`src/design/failover_pkg.sv`:
```
// Purpose: Shared constants for the network command failover block
// Assumes: 50 MHz ref_clk, word-addressed Avalon-MM register window
// Notes:   Byte address of a register is four times its index

package failover_pkg;

   // ***************************************************
   // Clock and timing
   // ***************************************************
   localparam int unsigned CLK_HZ = 50_000_000;
   localparam int unsigned DROPOUT_STEP_MS = 500;
   localparam int unsigned STEP_CYCLES = (CLK_HZ / 1000) * DROPOUT_STEP_MS;
   localparam logic [6:0] DROPOUT_MIN = 7'h01;
   localparam logic [6:0] DROPOUT_MAX = 7'h64;
   localparam logic [6:0] DROPOUT_RST = 7'h04;
   localparam logic [1:0] MSG_NEEDED = 2'h3;
   localparam logic [1:0] RECOVER_MULT = 2'h3;

   // ***************************************************
   // Register indices
   // ***************************************************
   localparam logic [2:0] REG_CTRL = 3'h0;
   localparam logic [2:0] REG_DROPOUT = 3'h1;
   localparam logic [2:0] REG_POLARITY = 3'h2;
   localparam logic [2:0] REG_CAL_KEY = 3'h3;
   localparam logic [2:0] REG_PHASE = 3'h4;
   localparam logic [2:0] REG_SAVE = 3'h5;
   localparam logic [2:0] REG_STATUS = 3'h6;
   localparam logic [2:0] REG_STORED = 3'h7;

   // ***************************************************
   // Field positions and reset values
   // ***************************************************
   localparam int CTRL_SRC_BIT = 0;
   localparam int CTRL_DS_BIT = 1;
   localparam int CTRL_CBAUX_BIT = 2;
   localparam int CTRL_RR_BIT = 3;
   localparam int CTRL_PS_BIT = 4;
   localparam int CTRL_HOLD_BIT = 5;
   localparam logic [5:0] CTRL_RST = 6'h1F;
   localparam logic [7:0] CAL_UNLOCK = 8'h31;
   localparam logic [15:0] PHASE_RST = 16'h0000;
   localparam logic POLARITY_RST = 1'b0;

   // ***************************************************
   // Source monitor codes
   // ***************************************************
   localparam logic [1:0] MON_HARDWARE = 2'h1;
   localparam logic [1:0] MON_NETWORK = 2'h2;
   localparam logic [1:0] MON_FAULT = 2'h3;

   typedef enum logic [3:0] {
      ST_NET    = 4'b0001,
      ST_REVERT = 4'b0010,
      ST_HOLD   = 4'b0100,
      ST_HWLOOP = 4'b1000
   } revert_state_t;

endpackage

```
`src/design/network_command_failover.sv`:
```
// Purpose: Pick network or hardware command inputs and drive breaker open
// Assumes: Pins pass a three-stage synchroniser; msg_valid is on ref_clk
// Notes:   Stored image registers model storage that survives rst_n
//
// Implementation choices: the register offsets and the Avalon-MM slave port.

`timescale 1ns/10ps
`default_nettype none

module network_command_failover #(
   parameter int DS_W = 8,
   parameter int ANA_W = 12,
   parameter int unsigned STEP_CYCLES = failover_pkg::STEP_CYCLES
)
(
   input wire logic ref_clk,
   input wire logic rst_n,
   input wire logic [2:0] avs_address,
   input wire logic avs_read,
   input wire logic avs_write,
   input wire logic [31:0] avs_writedata,
   output logic [31:0] avs_readdata,
   output logic avs_waitrequest,
   input wire logic msg_valid,
   input wire logic [DS_W-1:0] net_ds_cmd,
   input wire logic net_cbaux_cmd,
   input wire logic [1:0] net_rr_cmd,
   input wire logic net_ps_cmd,
   input wire logic [ANA_W-1:0] net_analog_cmd,
   input wire logic [DS_W-1:0] hw_ds_in,
   input wire logic hw_cbaux_in,
   input wire logic [1:0] hw_rr_in,
   input wire logic hw_ps_in,
   input wire logic [ANA_W-1:0] hw_analog_in,
   input wire logic utility_unload_in,
   input wire logic cpu_ok_in,
   output logic [DS_W-1:0] ds_cmd_out,
   output logic cbaux_cmd_out,
   output logic [1:0] rr_cmd_out,
   output logic ps_cmd_out,
   output logic [ANA_W-1:0] analog_cmd_out,
   output logic breaker_open_out,
   output logic [1:0] input_source_monitor,
   output logic net_match_flag,
   output logic hw_match_flag
);

   // ***************************************************
   // Pin synchronisers
   // ***************************************************
   localparam int PIN_W = DS_W + ANA_W + 6;

   logic [PIN_W-1:0] pin_raw;
   logic [PIN_W-1:0] pin_clean;
   logic [DS_W-1:0] hw_ds;
   logic hw_cbaux;
   logic [1:0] hw_rr;
   logic hw_ps;
   logic [ANA_W-1:0] hw_analog;
   logic unload;
   logic cpu_ok;

   assign pin_raw = {cpu_ok_in, utility_unload_in, hw_analog_in, hw_ps_in, hw_rr_in, hw_cbaux_in, hw_ds_in};
   assign {cpu_ok, unload, hw_analog, hw_ps, hw_rr, hw_cbaux, hw_ds} = pin_clean;

   genvar gi;
   generate
      for (gi = 0; gi < PIN_W; gi++)
      begin : g_sync
         logic s1_reg;
         logic s2_reg;
         logic s3_reg;
         logic clean_reg;
         always_ff @(posedge ref_clk)
         begin
            if (!rst_n)
            begin
               s1_reg <= 1'b0;
               s2_reg <= 1'b0;
               s3_reg <= 1'b0;
               clean_reg <= 1'b0;
            end
            else
            begin
               s1_reg <= pin_raw[gi];
               s2_reg <= s1_reg;
               s3_reg <= s2_reg;
               // Change accepted only once stages two and three agree
               if (s2_reg == s3_reg)
                  clean_reg <= s2_reg;
            end
         end
         assign pin_clean[gi] = clean_reg;
      end
   endgenerate

   // ***************************************************
   // Register file
   // ***************************************************
   logic [5:0] ctrl_reg;
   logic [6:0] dropout_pend_reg;
   logic polarity_pend_reg;
   logic [7:0] cal_key_reg;
   logic [15:0] phase_pend_reg;
   // Stored image survives rst_n, like nonvolatile storage
   logic [6:0] dropout_nv_reg = failover_pkg::DROPOUT_RST;
   logic polarity_nv_reg = failover_pkg::POLARITY_RST;
   logic [15:0] phase_nv_reg = failover_pkg::PHASE_RST;
   logic [6:0] dropout_act_reg;
   logic polarity_act_reg;
   logic boot_reg;
   logic net_ok_reg;
   logic [31:0] rd_next;
   logic bus_req;
   logic bus_do_wr;
   logic save_hit;

   assign bus_req = avs_read | avs_write;
   assign bus_do_wr = avs_write & ~avs_waitrequest;
   assign save_hit = bus_do_wr & (avs_address == failover_pkg::REG_SAVE) & avs_writedata[0];

   // One wait state, then a one-cycle acknowledge
   always_ff @(posedge ref_clk)
   begin
      if (!rst_n)
         avs_waitrequest <= 1'b1;
      else if (bus_req & avs_waitrequest)
         avs_waitrequest <= 1'b0;
      else
         avs_waitrequest <= 1'b1;
   end

   always_ff @(posedge ref_clk)
   begin
      if (!rst_n)
      begin
         ctrl_reg <= failover_pkg::CTRL_RST;
         dropout_pend_reg <= failover_pkg::DROPOUT_RST;
         polarity_pend_reg <= failover_pkg::POLARITY_RST;
         cal_key_reg <= 8'h00;
         phase_pend_reg <= failover_pkg::PHASE_RST;
      end
      else if (bus_do_wr)
      begin
         case (avs_address)
            failover_pkg::REG_CTRL: ctrl_reg <= avs_writedata[5:0];
            failover_pkg::REG_DROPOUT:
               // Out-of-range steps are refused, old value kept
               if (avs_writedata[6:0] >= failover_pkg::DROPOUT_MIN &&
                   avs_writedata[6:0] <= failover_pkg::DROPOUT_MAX && avs_writedata[31:7] == 25'h000_0000)
                  dropout_pend_reg <= avs_writedata[6:0];
            failover_pkg::REG_POLARITY: polarity_pend_reg <= avs_writedata[0];
            failover_pkg::REG_CAL_KEY: cal_key_reg <= avs_writedata[7:0];
            failover_pkg::REG_PHASE:
               if (cal_key_reg == failover_pkg::CAL_UNLOCK)
                  phase_pend_reg <= avs_writedata[15:0];
            default: ;
         endcase
      end
   end

   // Save key commits the pending image
   always_ff @(posedge ref_clk)
   begin
      if (save_hit)
      begin
         dropout_nv_reg <= dropout_pend_reg;
         polarity_nv_reg <= polarity_pend_reg;
         phase_nv_reg <= phase_pend_reg;
      end
   end

   // Stored dropout and polarity go live only on the first cycle after reset
   always_ff @(posedge ref_clk)
   begin
      if (!rst_n)
      begin
         boot_reg <= 1'b1;
         dropout_act_reg <= failover_pkg::DROPOUT_RST;
         polarity_act_reg <= failover_pkg::POLARITY_RST;
      end
      else
      begin
         boot_reg <= 1'b0;
         if (boot_reg)
         begin
            dropout_act_reg <= dropout_nv_reg;
            polarity_act_reg <= polarity_nv_reg;
         end
      end
   end

   always_comb
   begin
      rd_next = 32'h0000_0000;
      case (avs_address)
         failover_pkg::REG_CTRL: rd_next[5:0] = ctrl_reg;
         failover_pkg::REG_DROPOUT: rd_next[6:0] = dropout_pend_reg;
         failover_pkg::REG_POLARITY: rd_next[0] = polarity_pend_reg;
         failover_pkg::REG_CAL_KEY: rd_next[7:0] = cal_key_reg;
         failover_pkg::REG_PHASE: rd_next[15:0] = phase_pend_reg;
         failover_pkg::REG_STATUS:
            rd_next[15:0] = {1'b0, dropout_act_reg, 2'b00, polarity_act_reg, hw_match_flag,
                             net_match_flag, net_ok_reg, input_source_monitor};
         failover_pkg::REG_STORED: rd_next[23:0] = {phase_nv_reg, polarity_nv_reg, dropout_nv_reg};
         default: rd_next = 32'h0000_0000;
      endcase
   end

   always_ff @(posedge ref_clk)
   begin
      if (!rst_n)
         avs_readdata <= 32'h0000_0000;
      else if (avs_read & avs_waitrequest)
         avs_readdata <= rd_next;
   end

   // ***************************************************
   // Network health
   // ***************************************************
   logic [31:0] tick_cnt_reg;
   logic tick;
   logic [8:0] win_cnt_reg;
   logic [8:0] win_len;
   logic [1:0] msg_cnt_reg;
   logic win_end;
   logic enough;

   assign tick = (tick_cnt_reg == STEP_CYCLES - 32'h0000_0001);
   // Failed network listens over a tripled window
   assign win_len = net_ok_reg ? {2'b00, dropout_act_reg} : 9'(dropout_act_reg * failover_pkg::RECOVER_MULT);
   assign win_end = tick & (win_cnt_reg >= win_len - 9'h001);
   assign enough = (msg_cnt_reg == failover_pkg::MSG_NEEDED) |
                   (msg_valid & (msg_cnt_reg == failover_pkg::MSG_NEEDED - 2'h1));

   always_ff @(posedge ref_clk)
   begin
      if (!rst_n || tick)
         tick_cnt_reg <= 32'h0000_0000;
      else
         tick_cnt_reg <= tick_cnt_reg + 32'h0000_0001;
   end

   always_ff @(posedge ref_clk)
   begin
      if (!rst_n || win_end)
         win_cnt_reg <= 9'h000;
      else if (tick)
         win_cnt_reg <= win_cnt_reg + 9'h001;
   end

   always_ff @(posedge ref_clk)
   begin
      if (!rst_n || win_end)
         msg_cnt_reg <= 2'h0;
      else if (msg_valid && msg_cnt_reg != failover_pkg::MSG_NEEDED)
         msg_cnt_reg <= msg_cnt_reg + 2'h1;
   end

   // Starts healthy; judged only at each window end
   always_ff @(posedge ref_clk)
   begin
      if (!rst_n)
         net_ok_reg <= 1'b1;
      else if (win_end)
         net_ok_reg <= enough;
   end

   // ***************************************************
   // Revert policy
   // ***************************************************
   logic [DS_W-1:0] last_ds_reg;
   logic last_cbaux_reg;
   logic [ANA_W-1:0] last_ana_reg;
   logic [1:0] last_rr_reg;
   logic last_ps_reg;
   logic [DS_W-1:0] held_ds_reg;
   logic held_cbaux_reg;
   logic [ANA_W-1:0] held_ana_reg;
   failover_pkg::revert_state_t state_reg;
   logic src_net;
   logic net_eq_held;
   logic hw_eq_held;
   logic net_eq_hw;

   assign src_net = ctrl_reg[failover_pkg::CTRL_SRC_BIT];
   assign net_eq_held = {last_ds_reg, last_cbaux_reg} == {held_ds_reg, held_cbaux_reg};
   assign hw_eq_held = {hw_ds, hw_cbaux} == {held_ds_reg, held_cbaux_reg};
   assign net_eq_hw = {last_ds_reg, last_cbaux_reg} == {hw_ds, hw_cbaux};

   // Last valid network command, taken with each message
   always_ff @(posedge ref_clk)
   begin
      if (!rst_n)
      begin
         last_ds_reg <= '0;
         last_cbaux_reg <= 1'b0;
         last_ana_reg <= '0;
         last_rr_reg <= 2'h0;
         last_ps_reg <= 1'b0;
      end
      else if (msg_valid)
      begin
         last_ds_reg <= net_ds_cmd;
         last_cbaux_reg <= net_cbaux_cmd;
         last_ana_reg <= net_analog_cmd;
         // Lines are only meaningful while msg_valid is high
         last_rr_reg <= net_rr_cmd;
         last_ps_reg <= net_ps_cmd;
      end
   end

   always_ff @(posedge ref_clk)
   begin
      if (!rst_n)
      begin
         state_reg <= failover_pkg::ST_NET;
         held_ds_reg <= '0;
         held_cbaux_reg <= 1'b0;
         held_ana_reg <= '0;
      end
      else if (!src_net)
         state_reg <= failover_pkg::ST_NET;
      else
      begin
         case (state_reg)
            failover_pkg::ST_NET:
               if (!net_ok_reg)
               begin
                  if (ctrl_reg[failover_pkg::CTRL_HOLD_BIT])
                  begin
                     state_reg <= failover_pkg::ST_HOLD;
                     held_ds_reg <= last_ds_reg;
                     held_cbaux_reg <= last_cbaux_reg;
                     held_ana_reg <= last_ana_reg;
                  end
                  else
                     state_reg <= failover_pkg::ST_REVERT;
               end
            failover_pkg::ST_REVERT:
               if (net_ok_reg)
                  state_reg <= failover_pkg::ST_NET;
            failover_pkg::ST_HOLD:
               if (net_ok_reg && net_eq_held)
                  state_reg <= failover_pkg::ST_NET;
               else if (hw_eq_held)
                  state_reg <= failover_pkg::ST_HWLOOP;
            failover_pkg::ST_HWLOOP:
               if (net_ok_reg && net_eq_hw)
                  state_reg <= failover_pkg::ST_NET;
            default: state_reg <= failover_pkg::ST_NET;
         endcase
      end
   end

   // ***************************************************
   // Command outputs
   // ***************************************************
   logic use_net_main;
   logic ds_net;
   logic cbaux_net;
   logic fast_net;

   // Hold state keeps the latched analog, and ds and cbaux where their ctrl bits are set; revert and loop states take hardware ds, cbaux and analog
   assign use_net_main = src_net & (state_reg == failover_pkg::ST_NET);
   assign ds_net = use_net_main & ctrl_reg[failover_pkg::CTRL_DS_BIT];
   assign cbaux_net = use_net_main & ctrl_reg[failover_pkg::CTRL_CBAUX_BIT];
   assign fast_net = src_net & net_ok_reg;

   always_ff @(posedge ref_clk)
   begin
      if (!rst_n)
      begin
         ds_cmd_out <= '0;
         cbaux_cmd_out <= 1'b0;
         rr_cmd_out <= 2'h0;
         ps_cmd_out <= 1'b0;
         analog_cmd_out <= '0;
      end
      else
      begin
         if (src_net && state_reg == failover_pkg::ST_HOLD)
         begin
            ds_cmd_out <= ctrl_reg[failover_pkg::CTRL_DS_BIT] ? held_ds_reg : hw_ds;
            cbaux_cmd_out <= ctrl_reg[failover_pkg::CTRL_CBAUX_BIT] ? held_cbaux_reg : hw_cbaux;
            analog_cmd_out <= held_ana_reg;
         end
         else
         begin
            ds_cmd_out <= ds_net ? last_ds_reg : hw_ds;
            cbaux_cmd_out <= cbaux_net ? last_cbaux_reg : hw_cbaux;
            analog_cmd_out <= use_net_main ? last_ana_reg : hw_analog;
         end
         rr_cmd_out <= (fast_net & ctrl_reg[failover_pkg::CTRL_RR_BIT]) ? last_rr_reg : hw_rr;
         ps_cmd_out <= (fast_net & ctrl_reg[failover_pkg::CTRL_PS_BIT]) ? last_ps_reg : hw_ps;
      end
   end

   // ***************************************************
   // Monitor and match flags
   // ***************************************************
   always_ff @(posedge ref_clk)
   begin
      if (!rst_n)
         input_source_monitor <= failover_pkg::MON_HARDWARE;
      else if (!src_net || !ctrl_reg[failover_pkg::CTRL_DS_BIT])
         input_source_monitor <= failover_pkg::MON_HARDWARE;
      else if (!net_ok_reg)
         input_source_monitor <= failover_pkg::MON_FAULT;
      else if (state_reg == failover_pkg::ST_NET)
         input_source_monitor <= failover_pkg::MON_NETWORK;
      else
         input_source_monitor <= failover_pkg::MON_HARDWARE;
   end

   // Both come from one state, so they cannot coincide
   always_ff @(posedge ref_clk)
   begin
      if (!rst_n)
      begin
         net_match_flag <= 1'b0;
         hw_match_flag <= 1'b0;
      end
      else
      begin
         net_match_flag <= src_net & (state_reg == failover_pkg::ST_HOLD);
         hw_match_flag <= src_net & (state_reg == failover_pkg::ST_HWLOOP);
      end
   end

   // ***************************************************
   // Utility breaker open output
   // ***************************************************
   // Reset and lost health both leave the output de-energized
   always_ff @(posedge ref_clk)
   begin
      if (!rst_n)
         breaker_open_out <= 1'b0;
      else if (!cpu_ok)
         breaker_open_out <= 1'b0;
      else if (polarity_act_reg)
         breaker_open_out <= unload;
      else
         breaker_open_out <= ~unload;
   end

endmodule // network_command_failover

`default_nettype wire

```
`config.mk`:
```
export PLATFORM = sky130hd
export DESIGN_NAME = network_command_failover
export DESIGN_NICKNAME = d
export VERILOG_FILES = /design/src/design/failover_pkg.sv /design/src/design/network_command_failover.sv
export SDC_FILE = /design/constraint.sdc
export NUM_CORES = 1
export LEC_CHECK = 0
export BUFFER_PORTS_ARGS = -buffer_cell sky130_fd_sc_hd__buf_2
export CAP_MARGIN = 30
export CORE_MARGIN = 1
export CORE_UTILIZATION = 40
export DETAILED_ROUTE_END_ITERATION = 6
export MAX_ROUTING_LAYER = met4
export PLACE_DENSITY_LB_ADDON = 0.05
export SETUP_SLACK_MARGIN = 0.1
export SYNTH_ARGS = -nofsm -noshare
export SYNTH_HDL_FRONTEND = slang
export SYNTH_SLANG_ARGS = --single-unit
```
`constraint.sdc`:
```
create_clock -name ref_clk -period 4.99 [get_ports ref_clk]
set_input_delay 0.2495 -clock ref_clk [delete_from_list [all_inputs] [get_ports ref_clk]]
set_output_delay 0.2495 -clock ref_clk [all_outputs]
set_load 0.1 [all_outputs]
```
# Yosys cells after proc, flatten, opt, wreduce, memory -nomap -nowiden
# Index checks and enable logic that the tools add are counted.
# classes
addsub,4
multipliers,1
magnitude_cmp,3
eq_ne,49
mux,29
n_bitwise,21
reduce_logical,25
# op_table
op,count
$add A32 B1 Y32 const B,1
$eq A32 B25 Y1 const B,1
$mux W8,4
$pmux W5 S6,1
$eq A9 B9 Y1,3
$eq A1 B1 Y1,26
$logic_not A25 Y1,1
$mux W12,2
$pmux W8 S3,1
$mux W4,5
$pmux W4 S4,1
$and A1 B1 Y1,15
$eq A3 B3 Y1 const B,4
$reduce_and A2 Y1,5
$add A9 B1 Y9 const B,1
$ge A9 B9 Y1,1
$mul A7 B2 Y9 const B,1
$mux W9,1
$sub A9 B1 Y9 const B,1
$eq A8 B6 Y1 const B,1
$ne A2 B2 Y1 const B,4
$reduce_and A4 Y1,2
$ge A7 B1 Y1 const B,1
$le A7 B7 Y1 const B,1
other kinds (24),48
# word_totals
ff_bits,322
in_bits,90
output_inout_bits,62
word_cells,272

# Depth between registers and ports, before layout
# Gate-level depths: netlist (run 1).
# logic_depth
ltp_word,6
depth_mapped,16
ltp_nobuf,15

# Least setup slack after synthesis (run 1)
# OpenSTA, ideal clock, no wires.
# synth_timing
path_kind,register -> register
startpoint,reg dropout_act_reg[0]
endpoint,reg net_ok_reg
setup_ns,0.121
t_arrival_ns,3.411
required_time_ns,4.869
setup_slack_ns,1.458
path_stages_with_launch,15
n_path_buf,0
period_less_slack_ns,3.532
cell_sequence,dfxtp_1 > ha_1 > inv_1 > fa_1 > nor2b_1 > nor4_1 > or3_1 > nor3_1 > or4b_1 > nand3_1 > ha_1 > nand4_1 > o31ai_1 > o21a_1 > mux2_2
# synth_via
elab_chain_cells,5
# synth_rtl
item,line,text
start: declaration,network_command_failover.sv:109,logic [6:0] dropout_act_reg;
start signal: assignment,network_command_failover.sv:179,dropout_act_reg <= failover_pkg::DROPOUT_RST;
start signal: assignment,network_command_failover.sv:187,dropout_act_reg <= dropout_nv_reg;
$mul A7 B2 Y9,network_command_failover.sv:231,"assign win_len = net_ok_reg ? {2'b00, dropout_act_reg} : 9'(dropout_act_reg * failover_pkg::RECOVER_MULT);"
$mux W9 (*),network_command_failover.sv:231,
$sub A9 B1 Y9 (*),network_command_failover.sv:232,assign win_end = tick & (win_cnt_reg >= win_len - 9'h001);
$ge A9 B9 Y1 (*),network_command_failover.sv:232,
$and A1 B1 Y1 (*),network_command_failover.sv:232,
end signal: assignment,network_command_failover.sv:266,net_ok_reg <= enough;
end: declaration,network_command_failover.sv:112,logic net_ok_reg;
# Every way passes the cells marked *; elsewhere a longest branch is shown, timed or not.
# A chain may end at the register's enable or synchronous reset.

# Final worst setup path (run 1)
# Ends and elaborated chain as after synthesis.

==> metrics.yaml, run 1 <==
timing:
  worst_slack_ns: 0.872
  maxSlewViolCount: 0
  rsz0062_at_grt: "no"
  hold_violations: 0
  setup-violations-final: 0
  worst_pin_slew_ns: 1.00
  fin_crit_ns: 4.12
  fin_setup_tns_ns: 0
  slew_headroom_pct: 32.9
  clock-skew-final_ns: 0.00891
  max_freq_mhz: 243
  period_share_pct: 82.5
power_and_ir_drop:
  p_leak_nw: 6.46
  internal_power_mw: 4.40
  p_sw_mw: 1.44
  power_frac_seq_pct: 46.4
  clockPowerShare_pct: 45.3
  comb_power_share_pct: 8.3
  power.density_nw_per_um2: 370
  swShare_pct: 24.6
  ir_drop_v: 0.000185
layout:
  design_area_um2: 15800
  diodes: 0
  fin_cells: 1967
  final_core_util_pct: 49.9
  drive_gt1_share_pct: 15.8
  largest_reg_flops: 32
  fin_nets: 1649
  area_growth_pct: 22.2
hold_path:
  min_path_type: "input port to register"
  hold_path_depth: 3
logic_synthesis:
  synth_area_leader_cell: "dfxtp_1"
  yosysSeqAreaShare_pct: 51.8
  yosys_most_used_dff: "dfxtp_1"
  synth_top_cells_by_area: "dfxtp_1, mux2i_1, edfxtp_1"
  syn_inst: 1356
  synth.top_cell.area_share_pct: 46.2
  synth_cell_types: 63
  synthMostInstantiatedCell: "dfxtp_1"
  ys_warn_count: 0
  synth-seq-cells: 322
  avgSynthCellArea_um2: 9.52
  synth_common_cells: "dfxtp_1, nor2_1, nand2_1"
  synth-edff-count: 24
  synthesis.area_um2: 12900
  synth-async-reset-ratio_pct: 0
drt:
  drc: 0
  viasPerCell: 5.04
  drtAntennaViolNets: 0
  drt_iter0_markers: 491
  via_count: 9919
  wl_mm: 31.2
  drt-wirelength-per-cell_um: 15.8
  drt_pass1_iterations: 4
place:
  place_area_um2: 14000
  io_buffers: 143
  dpl.hpwl_mm: 20.4
  dp_cells: 1841
  place_ws_ns: 0.949
  routabilityCongestion: 0.802
global_route:
  grt-ovfl-total: 0
  gr-usage-all-layers_pct: 19.8
  grt_pass1_vias: 9812
  grt_pass1_wl_mm: 51.6
  grt_start_max_net_pins: 89
  antenna_found_initial: 0
floorplan:
  fp.coreArea_um2: 31600
  fp.dieW_um: 182
  row_count: 65
  start_util_pct: 40.8
  chipHeight_um: 182
  dieArea_um2: 33000
  io_pins: 152
clocking:
  insertion_delay_ns: 0.52
  cts.sinks: 322
  cts_tree: "yes"
  htreeDepth: 2
  cts_setup_buffers: 0
  path_clk_slew_ns: 0.06
  cts_made_buffers: 37
  clockBufferDepth: 3
  root_buffer: "clkbuf_16"
worst_setup_path:
  critPathArrivalTime_ns: 4.53
  end_kind: "register"
  path_class: "register to register"
  worstPathMaxFanout: 12
  worstPathRequired_ns: 5.40
  r2r_cells: 15
  startpoint_type: "register"
status:
  status: "finished, final reports clean"
job:
  drv_cap: 0
==> repair_timing <==
| item | 4_1_cts | 5_1_grt |
|---|---|---|
| hold buffers | 59 | 0 |
| gates resized for setup | 0 | 0 |
| endpoints found under the hold margin | 58 | 0 |
| setup endpoints to repair | 0 | 0 |
==> kinds of logic after synthesis <==
group | share of synthesized area [%]
XOR/XNOR | 4.82
AO/OA/AOI/OAI | 10.6
AND/OR/NAND/NOR | 20.6
flip-flops | 51.8
buffers and inverters | 3.12
multiplexers | 6.94
other | 0.0290
adder cells (fa/ha/maj) | 2.19
==> stage by stage <==
stage          power [mW]  hold WS (ns)
2_1_floorplan        3.09         0.365
3_3_place_gp         3.20         0.413
3_5_place_dp         3.21         0.418
4_1_cts              5.92        0.0135
5_1_grt              6.08        0.0335
6_report             5.83        0.0216
==> worst max-delay path, cell delays in order, from the launching register on <==
cell	delay (ns)
dfxtp_1	0.43
ha_1	0.24
inv_1	0.07
fa_1	0.40
nor2b_1	0.23
nor4_1	0.08
or3_1	0.43
nor3_1	0.31
or4b_1	0.47
nand3_1	0.10
ha_1	0.15
nand4_1	0.13
o31ai_1	0.29
o21a_1	0.14
buf_4	0.19
mux2_2	0.35
==> worst paths after layout <==
path	end	start	slack, ns
worst max-delay path	net_ok_reg$_SDFFE_PN1P_	dropout_act_reg[0]$_SDFFE_PN0P_	0.87
worst min-delay path	phase_pend_reg[10]$_SDFFE_PN0P_	avs_writedata[10]	0.02
worst max register to register	net_ok_reg$_SDFFE_PN1P_	dropout_act_reg[0]$_SDFFE_PN0P_	0.87
worst min register to register	g_sync[10].s2_reg$_SDFF_PN0_	g_sync[10].s1_reg$_SDFF_PN0_	0.42
==> power by group through the flow <==
stage | combinational, mW | sequential (mW) | clock, mW
final | 0.484 | 2.70 | 2.64
after global routing | 0.526 | 2.71 | 2.84
after CTS | 0.488 | 2.70 | 2.73
after detailed placement | 0.451 | 2.76 | 0
after global placement | 0.446 | 2.76 | 0
after floorplan | 0.238 | 2.85 | 0
==> final cells by class <==
cell class	count	area, um2
inverters	14	55.1
clock inverters	14	128
clock buffers	53	1080
flip-flops and latches	322	6690
fillers	2988	15900
repair buffers	216	1460
multi-input cells	946	5870
well taps	402	503
==> layout by cell type, fill, tap and decap left out, types with 8 or more instances in the layout <==
cell,synthesis,routed
edfxtp_1,24,24
a211oi_1,11,11
o22ai_1,8,8
buf_2,7,142
o21ai_0,48,48
conb_1,1,8
dfxtp_1,298,298
nand2_1,135,135
and3_1,11,11
a22oi_1,26,26
buf_4,8,11
mux2_2,10,10
nor2_1,167,167
nand4_1,18,18
nor4_1,12,12
ha_1,21,21
a311oi_1,13,13
clkbuf_16,0,38
and2_1,81,81
a21oi_1,84,84
inv_1,12,12
xnor2_1,37,37
clkinv_2,0,9
nand3_1,45,45
xor2_1,34,34
dlygate4sd3_1,0,59
nand2b_1,8,8
nor3_1,20,19
clkbuf_1,60,8
mux2i_1,76,76
==> per-layer routing <==
metal  vias to the layer above  global-route usage, %  share of wire [%]
met5                         -                      -                  0
met4                         0                   5.19                1.8
met3                        45                   2.73                2.8
met2                       132                   32.0                 46
met1                      4691                   26.1                 49
li1                       5051                      -                  -
(Power assumes the default switching activity.)
==> run 2, diff against run 1 <==
clock period = 3.4 ns   (was 4.99 ns; I/O delays follow)
==> metrics.yaml, run 2 (same netlist as run 1, synthesis figures left out) <==
status:
  status: "finished, final reports clean"
power_and_ir_drop:
  internal_power_mw: 6.43
  comb_power_share_pct: 9.2
  clockPowerShare_pct: 44.1
  ir_drop_v: 0.000423
  p_sw_mw: 2.07
  power_frac_seq_pct: 46.7
  power.density_nw_per_um2: 524
  swShare_pct: 24.3
  p_leak_nw: 6.61
worst_setup_path:
  end_kind: "register"
  startpoint_type: "register"
  path_class: "register to register"
  worstPathMaxFanout: 4
  r2r_cells: 14
  r2r_start: "dropout_act_reg[1]$_SDFFE_PN0P_"
  crit_path_cell_trace: "buf_4, ha_4, a211oi_2, nor2_2, a311oi_2, mux2i_1, xor2_1, ha_1, a21o_1, a21o_1, a21oi_2, o31ai_1, o21a_2, mux2_4"
  path_depth: 14
  crit_family: "compound AO/OA/AOI/OAI gates"
  cp_common_cell: "a21o_1"
  worstPathRequired_ns: 3.79
  critPathArrivalTime_ns: 3.78
  path_buf_inv: 1
  cp_slowest_cell: "a311oi_2"
  r2r_setup_slack_ns: 0.009
  reg2reg_to: "net_ok_reg$_SDFFE_PN1P_"
  max_stage_delay_ns: 0.39
layout:
  drive_gt1_share_pct: 19.4
  fin_nets: 1681
  final_common_cell: "dfxtp_1"
  largest_reg_flops: 32
  final_core_util_pct: 51.3
  final_cell_mix: "dfxtp_1, nor2_1, buf_2"
  fin_cells: 1996
  area_growth_pct: 25.6
  diodes: 0
timing:
  hold_violations: 0
  slew_headroom_pct: 35.2
  clock-skew-final_ns: 0.0158
  worst_slack_ns: 0.00878
  setup-violations-final: 0
  period_share_pct: 99.7
  worst_pin_slew_ns: 0.969
  maxSlewViolCount: 0
  max_freq_mhz: 295
  fin_setup_tns_ns: 0
  rsz0062_at_grt: "yes"
  fin_crit_ns: 3.39
floorplan:
  io_pins: 152
  fp.coreArea_um2: 31600
  chipHeight_um: 182
  row_count: 65
  fp.dieW_um: 182
  start_util_pct: 40.8
  dieArea_um2: 33000
hold_path:
  worstHoldEndpoint: "ctrl_reg[1]$_SDFFE_PN1P_"
  hold_path_depth: 3
  min_path_type: "input port to register"
  min-delay-start: "avs_writedata[1]"
clocking:
  root_buffer: "clkbuf_16"
  cts.sinks: 322
  htreeDepth: 2
  insertion_delay_ns: 0.51
  cts_tree: "yes"
  path_clk_slew_ns: 0.06
  clockBufferDepth: 3
  cts_made_buffers: 36
drt:
  drt_iter0_markers: 541
  wl_mm: 31.1
  via_count: 10100
  drt-wirelength-per-cell_um: 15.6
  drt_pass1_iterations: 5
  drtAntennaViolNets: 0
  drc: 0
  viasPerCell: 5.05
job:
  drv_cap: 0
place:
  routabilityCongestion: 0.788
  io_buffers: 143
  dp_cells: 1859
  place_ws_ns: -0.0976
  dpl.hpwl_mm: 20.4
global_route:
  gr-usage-all-layers_pct: 19.4
  grt_pass1_wl_mm: 50.6
  antenna_found_initial: 0
  grt-ovfl-total: 0
  grt_start_max_net_pins: 87
  grt_pass1_vias: 9687
run 2: routing by layer:
metal  routed length, um  GRT usage [%]  vias to the layer above
li1                    -              -                     5118
met1               14900           25.7                     4756
met2               14600           31.6                      178
met3                1140           2.71                       37
met4                 431           4.10                        0
met5                   0              -                        -
run 2: worst register-to-register path, cell delays in order, from the launching register on:
cell	delay (ns)
dfxtp_4	0.36
buf_4	0.15
ha_4	0.24
a211oi_2	0.27
nor2_2	0.10
a311oi_2	0.39
mux2i_1	0.18
xor2_1	0.21
ha_1	0.33
a21o_1	0.18
a21o_1	0.16
a21oi_2	0.11
o31ai_1	0.07
o21a_2	0.25
mux2_4	0.30
run 2: cell type report:
type,count,area (um2)
Clock buffer,54,1060
Timing Repair Buffer,249,1700
Clock inverter,9,87.6
Fill cell,2929,15400
Tap cell,402,503
Inverter,14,55.1
Multi-Input combinational cell,946,6100
Sequential cell,322,6700
run 2: worst max-delay path by stage:
| stage | start | to | slack (ns) |
|---|---|---|---|
| 2_1_floorplan | dropout_act_reg[0]$_SDFFE_PN0P_ | net_ok_reg$_SDFFE_PN1P_ | 0.13 |
| 3_3_place_gp | dropout_act_reg[1]$_SDFFE_PN0P_ | net_ok_reg$_SDFFE_PN1P_ | -0.03 |
| 3_5_place_dp | dropout_act_reg[2]$_SDFFE_PN1P_ | win_cnt_reg[6]$_SDFFE_PP0P_ | -0.1 |
| 4_1_cts | dropout_act_reg[1]$_SDFFE_PN0P_ | win_cnt_reg[6]$_SDFFE_PP0P_ | -0.04 |
| 5_1_grt | dropout_act_reg[1]$_SDFFE_PN0P_ | net_ok_reg$_SDFFE_PN1P_ | -0.1 |
| 6_report | dropout_act_reg[1]$_SDFFE_PN0P_ | net_ok_reg$_SDFFE_PN1P_ | 0.009 |
run 2: through the flow:
stage          area, um2  hold slack (ns)  power, mW
6_report           16200           0.0203       8.49
5_1_grt            16200           0.0215       8.83
4_1_cts            16000          0.00455       8.58
3_5_place_dp       14100            0.379       4.73
3_3_place_gp       14100            0.375       4.72
2_1_floorplan      13000            0.286       4.53
run 2: timing repair:
action / 4_1_cts / 5_1_grt
endpoints found under the hold margin: 69 / 0
gates cloned: 0 / 1
pin swaps: 10 / 28
hold buffers: 65 / 0
resized for setup: 22 / 34
endpoints found under the setup margin: 12 / 12
buffers inserted: 3 / 5
run 2: power by group through the flow:
stage / clock, mW / combinational, mW / sequential (mW)
6_report: 3.74 / 0.785 / 3.97
5_1_grt: 4.01 / 0.844 / 3.98
4_1_cts: 3.85 / 0.761 / 3.97
3_5_place_dp: 0 / 0.680 / 4.05
3_3_place_gp: 0 / 0.677 / 4.05
2_1_floorplan: 0 / 0.351 / 4.18
==> run 3, diff against run 2 <==
ABC_AREA = 1   (was default)
CAP_MARGIN = default   (was 30)
==> metrics.yaml, run 3 <==
clocking:
  htreeDepth: 2
  cts_setup_buffers: 0
  root_buffer: "clkbuf_16"
  clockBufferDepth: 3
  insertion_delay_ns: 0.53
  path_clk_slew_ns: 0.06
  cts.sinks: 322
  cts_tree: "yes"
  cts_made_buffers: 38
logic_synthesis:
  ys_warn_count: 0
  yosys_most_used_dff: "dfxtp_1"
  synth_common_cells: "nand2_1, dfxtp_1, inv_1"
  synth_top_cells_by_area: "dfxtp_1, nand2_1, o21ai_0"
  syn_inst: 1765
  yosysSeqAreaShare_pct: 49.7
  avgSynthCellArea_um2: 7.63
  synthMostInstantiatedCell: "nand2_1"
  synth_cell_types: 52
  synth.top_cell.area_share_pct: 44.3
  synth_area_leader_cell: "dfxtp_1"
  synth-edff-count: 24
  synth-seq-cells: 322
  synthesis.area_um2: 13500
  synth-async-reset-ratio_pct: 0
worst_setup_path:
  cp_common_cell: "nand2_1"
  path_class: "register to register"
  cp_slowest_cell: "fa_1"
  crit_path_cell_trace: "ha_4, inv_1, fa_1, nand2_1, o21ai_2, nand2_1, nor2_2, nand3_2, nor2_4, nand3_1, nand2_1, nand2_1, ha_4, nand2_1, nor2_2, nand3b_1, nand4_1, nand2_1, buf_4, nand2_1, o211ai_1"
  worstPathRequired_ns: 3.77
  startpoint_type: "register"
  end_kind: "register"
  critPathArrivalTime_ns: 3.40
  max_stage_delay_ns: 0.47
  worstPathMaxFanout: 4
global_route:
  grt_pass1_wl_mm: 52.9
  grt_pass1_vias: 10500
  antenna_found_initial: 0
  grt-ovfl-total: 0
  gr-usage-all-layers_pct: 19.8
  grt_start_max_net_pins: 158
drt:
  drt_pass1_iterations: 5
  viasPerCell: 4.70
  wl_mm: 32.7
  drtAntennaViolNets: 0
  via_count: 11400
  drt_iter0_markers: 568
  drc: 0
  drt-wirelength-per-cell_um: 13.4
timing:
  fin_setup_tns_ns: 0
  maxSlewViolCount: 0
  worst_slack_ns: 0.367
  setup-violations-final: 0
  hold_violations: 0
  clock-skew-final_ns: 0.0182
  slew_headroom_pct: 44.1
  max_freq_mhz: 330
  fin_crit_ns: 3.03
  period_share_pct: 89.2
  worst_pin_slew_ns: 0.838
  rsz0062_at_grt: "yes"
floorplan:
  fp.coreArea_um2: 32800
  row_count: 66
  dieArea_um2: 34400
  start_util_pct: 41.1
  chipHeight_um: 185
  io_pins: 152
  fp.dieW_um: 185
power_and_ir_drop:
  p_leak_nw: 7.49
  power.density_nw_per_um2: 531
  ir_drop_v: 0.000349
status:
  status: "finished, final reports clean"
layout:
  drive_gt1_share_pct: 13.7
  final_common_cell: "nand2_1"
  area_growth_pct: 22.9
  final_cell_mix: "nand2_1, dfxtp_1, inv_1"
  fin_nets: 2080
  largest_reg_flops: 32
  num-fill-cells: 3273
  diodes: 0
hold_path:
  min_path_type: "input port to register"
job:
  drv_cap: 0
place:
  routabilityCongestion: 0.838
  place_ws_ns: 0.0631
  dpl.hpwl_mm: 22.3
  io_buffers: 143
run 3: cell types whose count changed in the layout (fill, tap and decap cells not counted), moves of 22 or more:
cell,change
a22oi_1,-22
xnor2_1,-27
nand2_1,+223
a21oi_1,+72
o21ai_0,+128
nor2_1,+39
and2_1,-81
mux2i_1,-76
inv_1,+213
buf_4,-22
run 3: report_power, final:
group	leakage (nW)	switching [mW]	total (mW)	internal [mW]
clock network	0.609	1.55	4.03	2.48
registers	2.68	0.0513	3.97	3.92
logic	4.21	0.556	0.788	0.232
total	7.49	2.15	8.78	6.63
run 3: final cells by class:
type	count	area, um2	area share, %
timing repair buffer	225	1520	9.16
multi-input combinational	1147	5660	34.2
clock buffer	55	1110	6.69
sequential	322	6690	40.5
tap	442	553	3.34
inverter	234	880	5.32
clock inverter	9	136	0.825
run 3: logic make-up after synthesis:
family	after synthesis	synth area share, %
adders and majority gates	22	2.10
AOI/OAI and AO/OA	381	15.0
other	1	0.0279
DFF	322	49.7
xor gates and xnor gates	28	1.82
buffers and inverters	303	9.03
and+or+nand+nor	708	22.3
run 3: stage by stage:
stage               hold slack (ns)  power [mW]  std cells  util (%)  cell area, um2
floorplan                     0.268        4.59       1772         -           13500
global placement              0.351        4.77       2304      44.4           14600
detailed placement            0.353        4.78       2304      44.4           14600
CTS                          0.0172        8.91       2434      50.2           16500
global route                 0.0375        9.16       2434      50.5           16500
finish                       0.0235        8.78       2434      50.5           16500
run 3: worst max-delay path, delay by kind of cell, from the launching register on:
| kind | cells | cell delay, ns |
|---|---|---|
| adder cells (fa/ha/maj) | 3 | 0.89 |
| flip-flops | 1 | 0.37 |
| AO/OA/AOI/OAI | 2 | 0.16 |
| AND/OR/NAND/NOR | 14 | 1.24 |
| buffers and inverters | 2 | 0.21 |
run 3: what timing repair did:
item | CTS | global route
pin swaps | 0 | 4
endpoints found under the setup margin | 12 | 12
hold endpoints to repair | 73 | 0
hold buffers | 66 | 0
resized for setup | 3 | 15
run 3: routing by layer:
metal | routed length, um | GRT usage [%] | share of wire (%) | up-vias
met4 | 565 | 4.73 | 1.7 | 0
met2 | 14600 | 30.8 | 45 | 194
li1 | - | - | - | 6064
met3 | 1250 | 3.15 | 3.8 | 47
met5 | 0 | - | 0 | -
met1 | 16300 | 26.7 | 50 | 5139
run 3: final timing paths:
| path | endpoint | depth (start not counted) | slack [ns] | start |
|---|---|---|---|---|
| max | net_ok_reg$_SDFFE_PN1P_ | 21 | 0.37 | dropout_act_reg[1]$_SDFFE_PN0P_ |
| min | g_sync[10].s1_reg$_SDFF_PN0_ | 3 | 0.02 | rst_n |
| max reg2reg | net_ok_reg$_SDFFE_PN1P_ | 21 | 0.37 | dropout_act_reg[1]$_SDFFE_PN0P_ |
| min reg2reg | g_sync[4].s2_reg$_SDFF_PN0_ | 2 | 0.41 | g_sync[4].s1_reg$_SDFF_PN0_ |
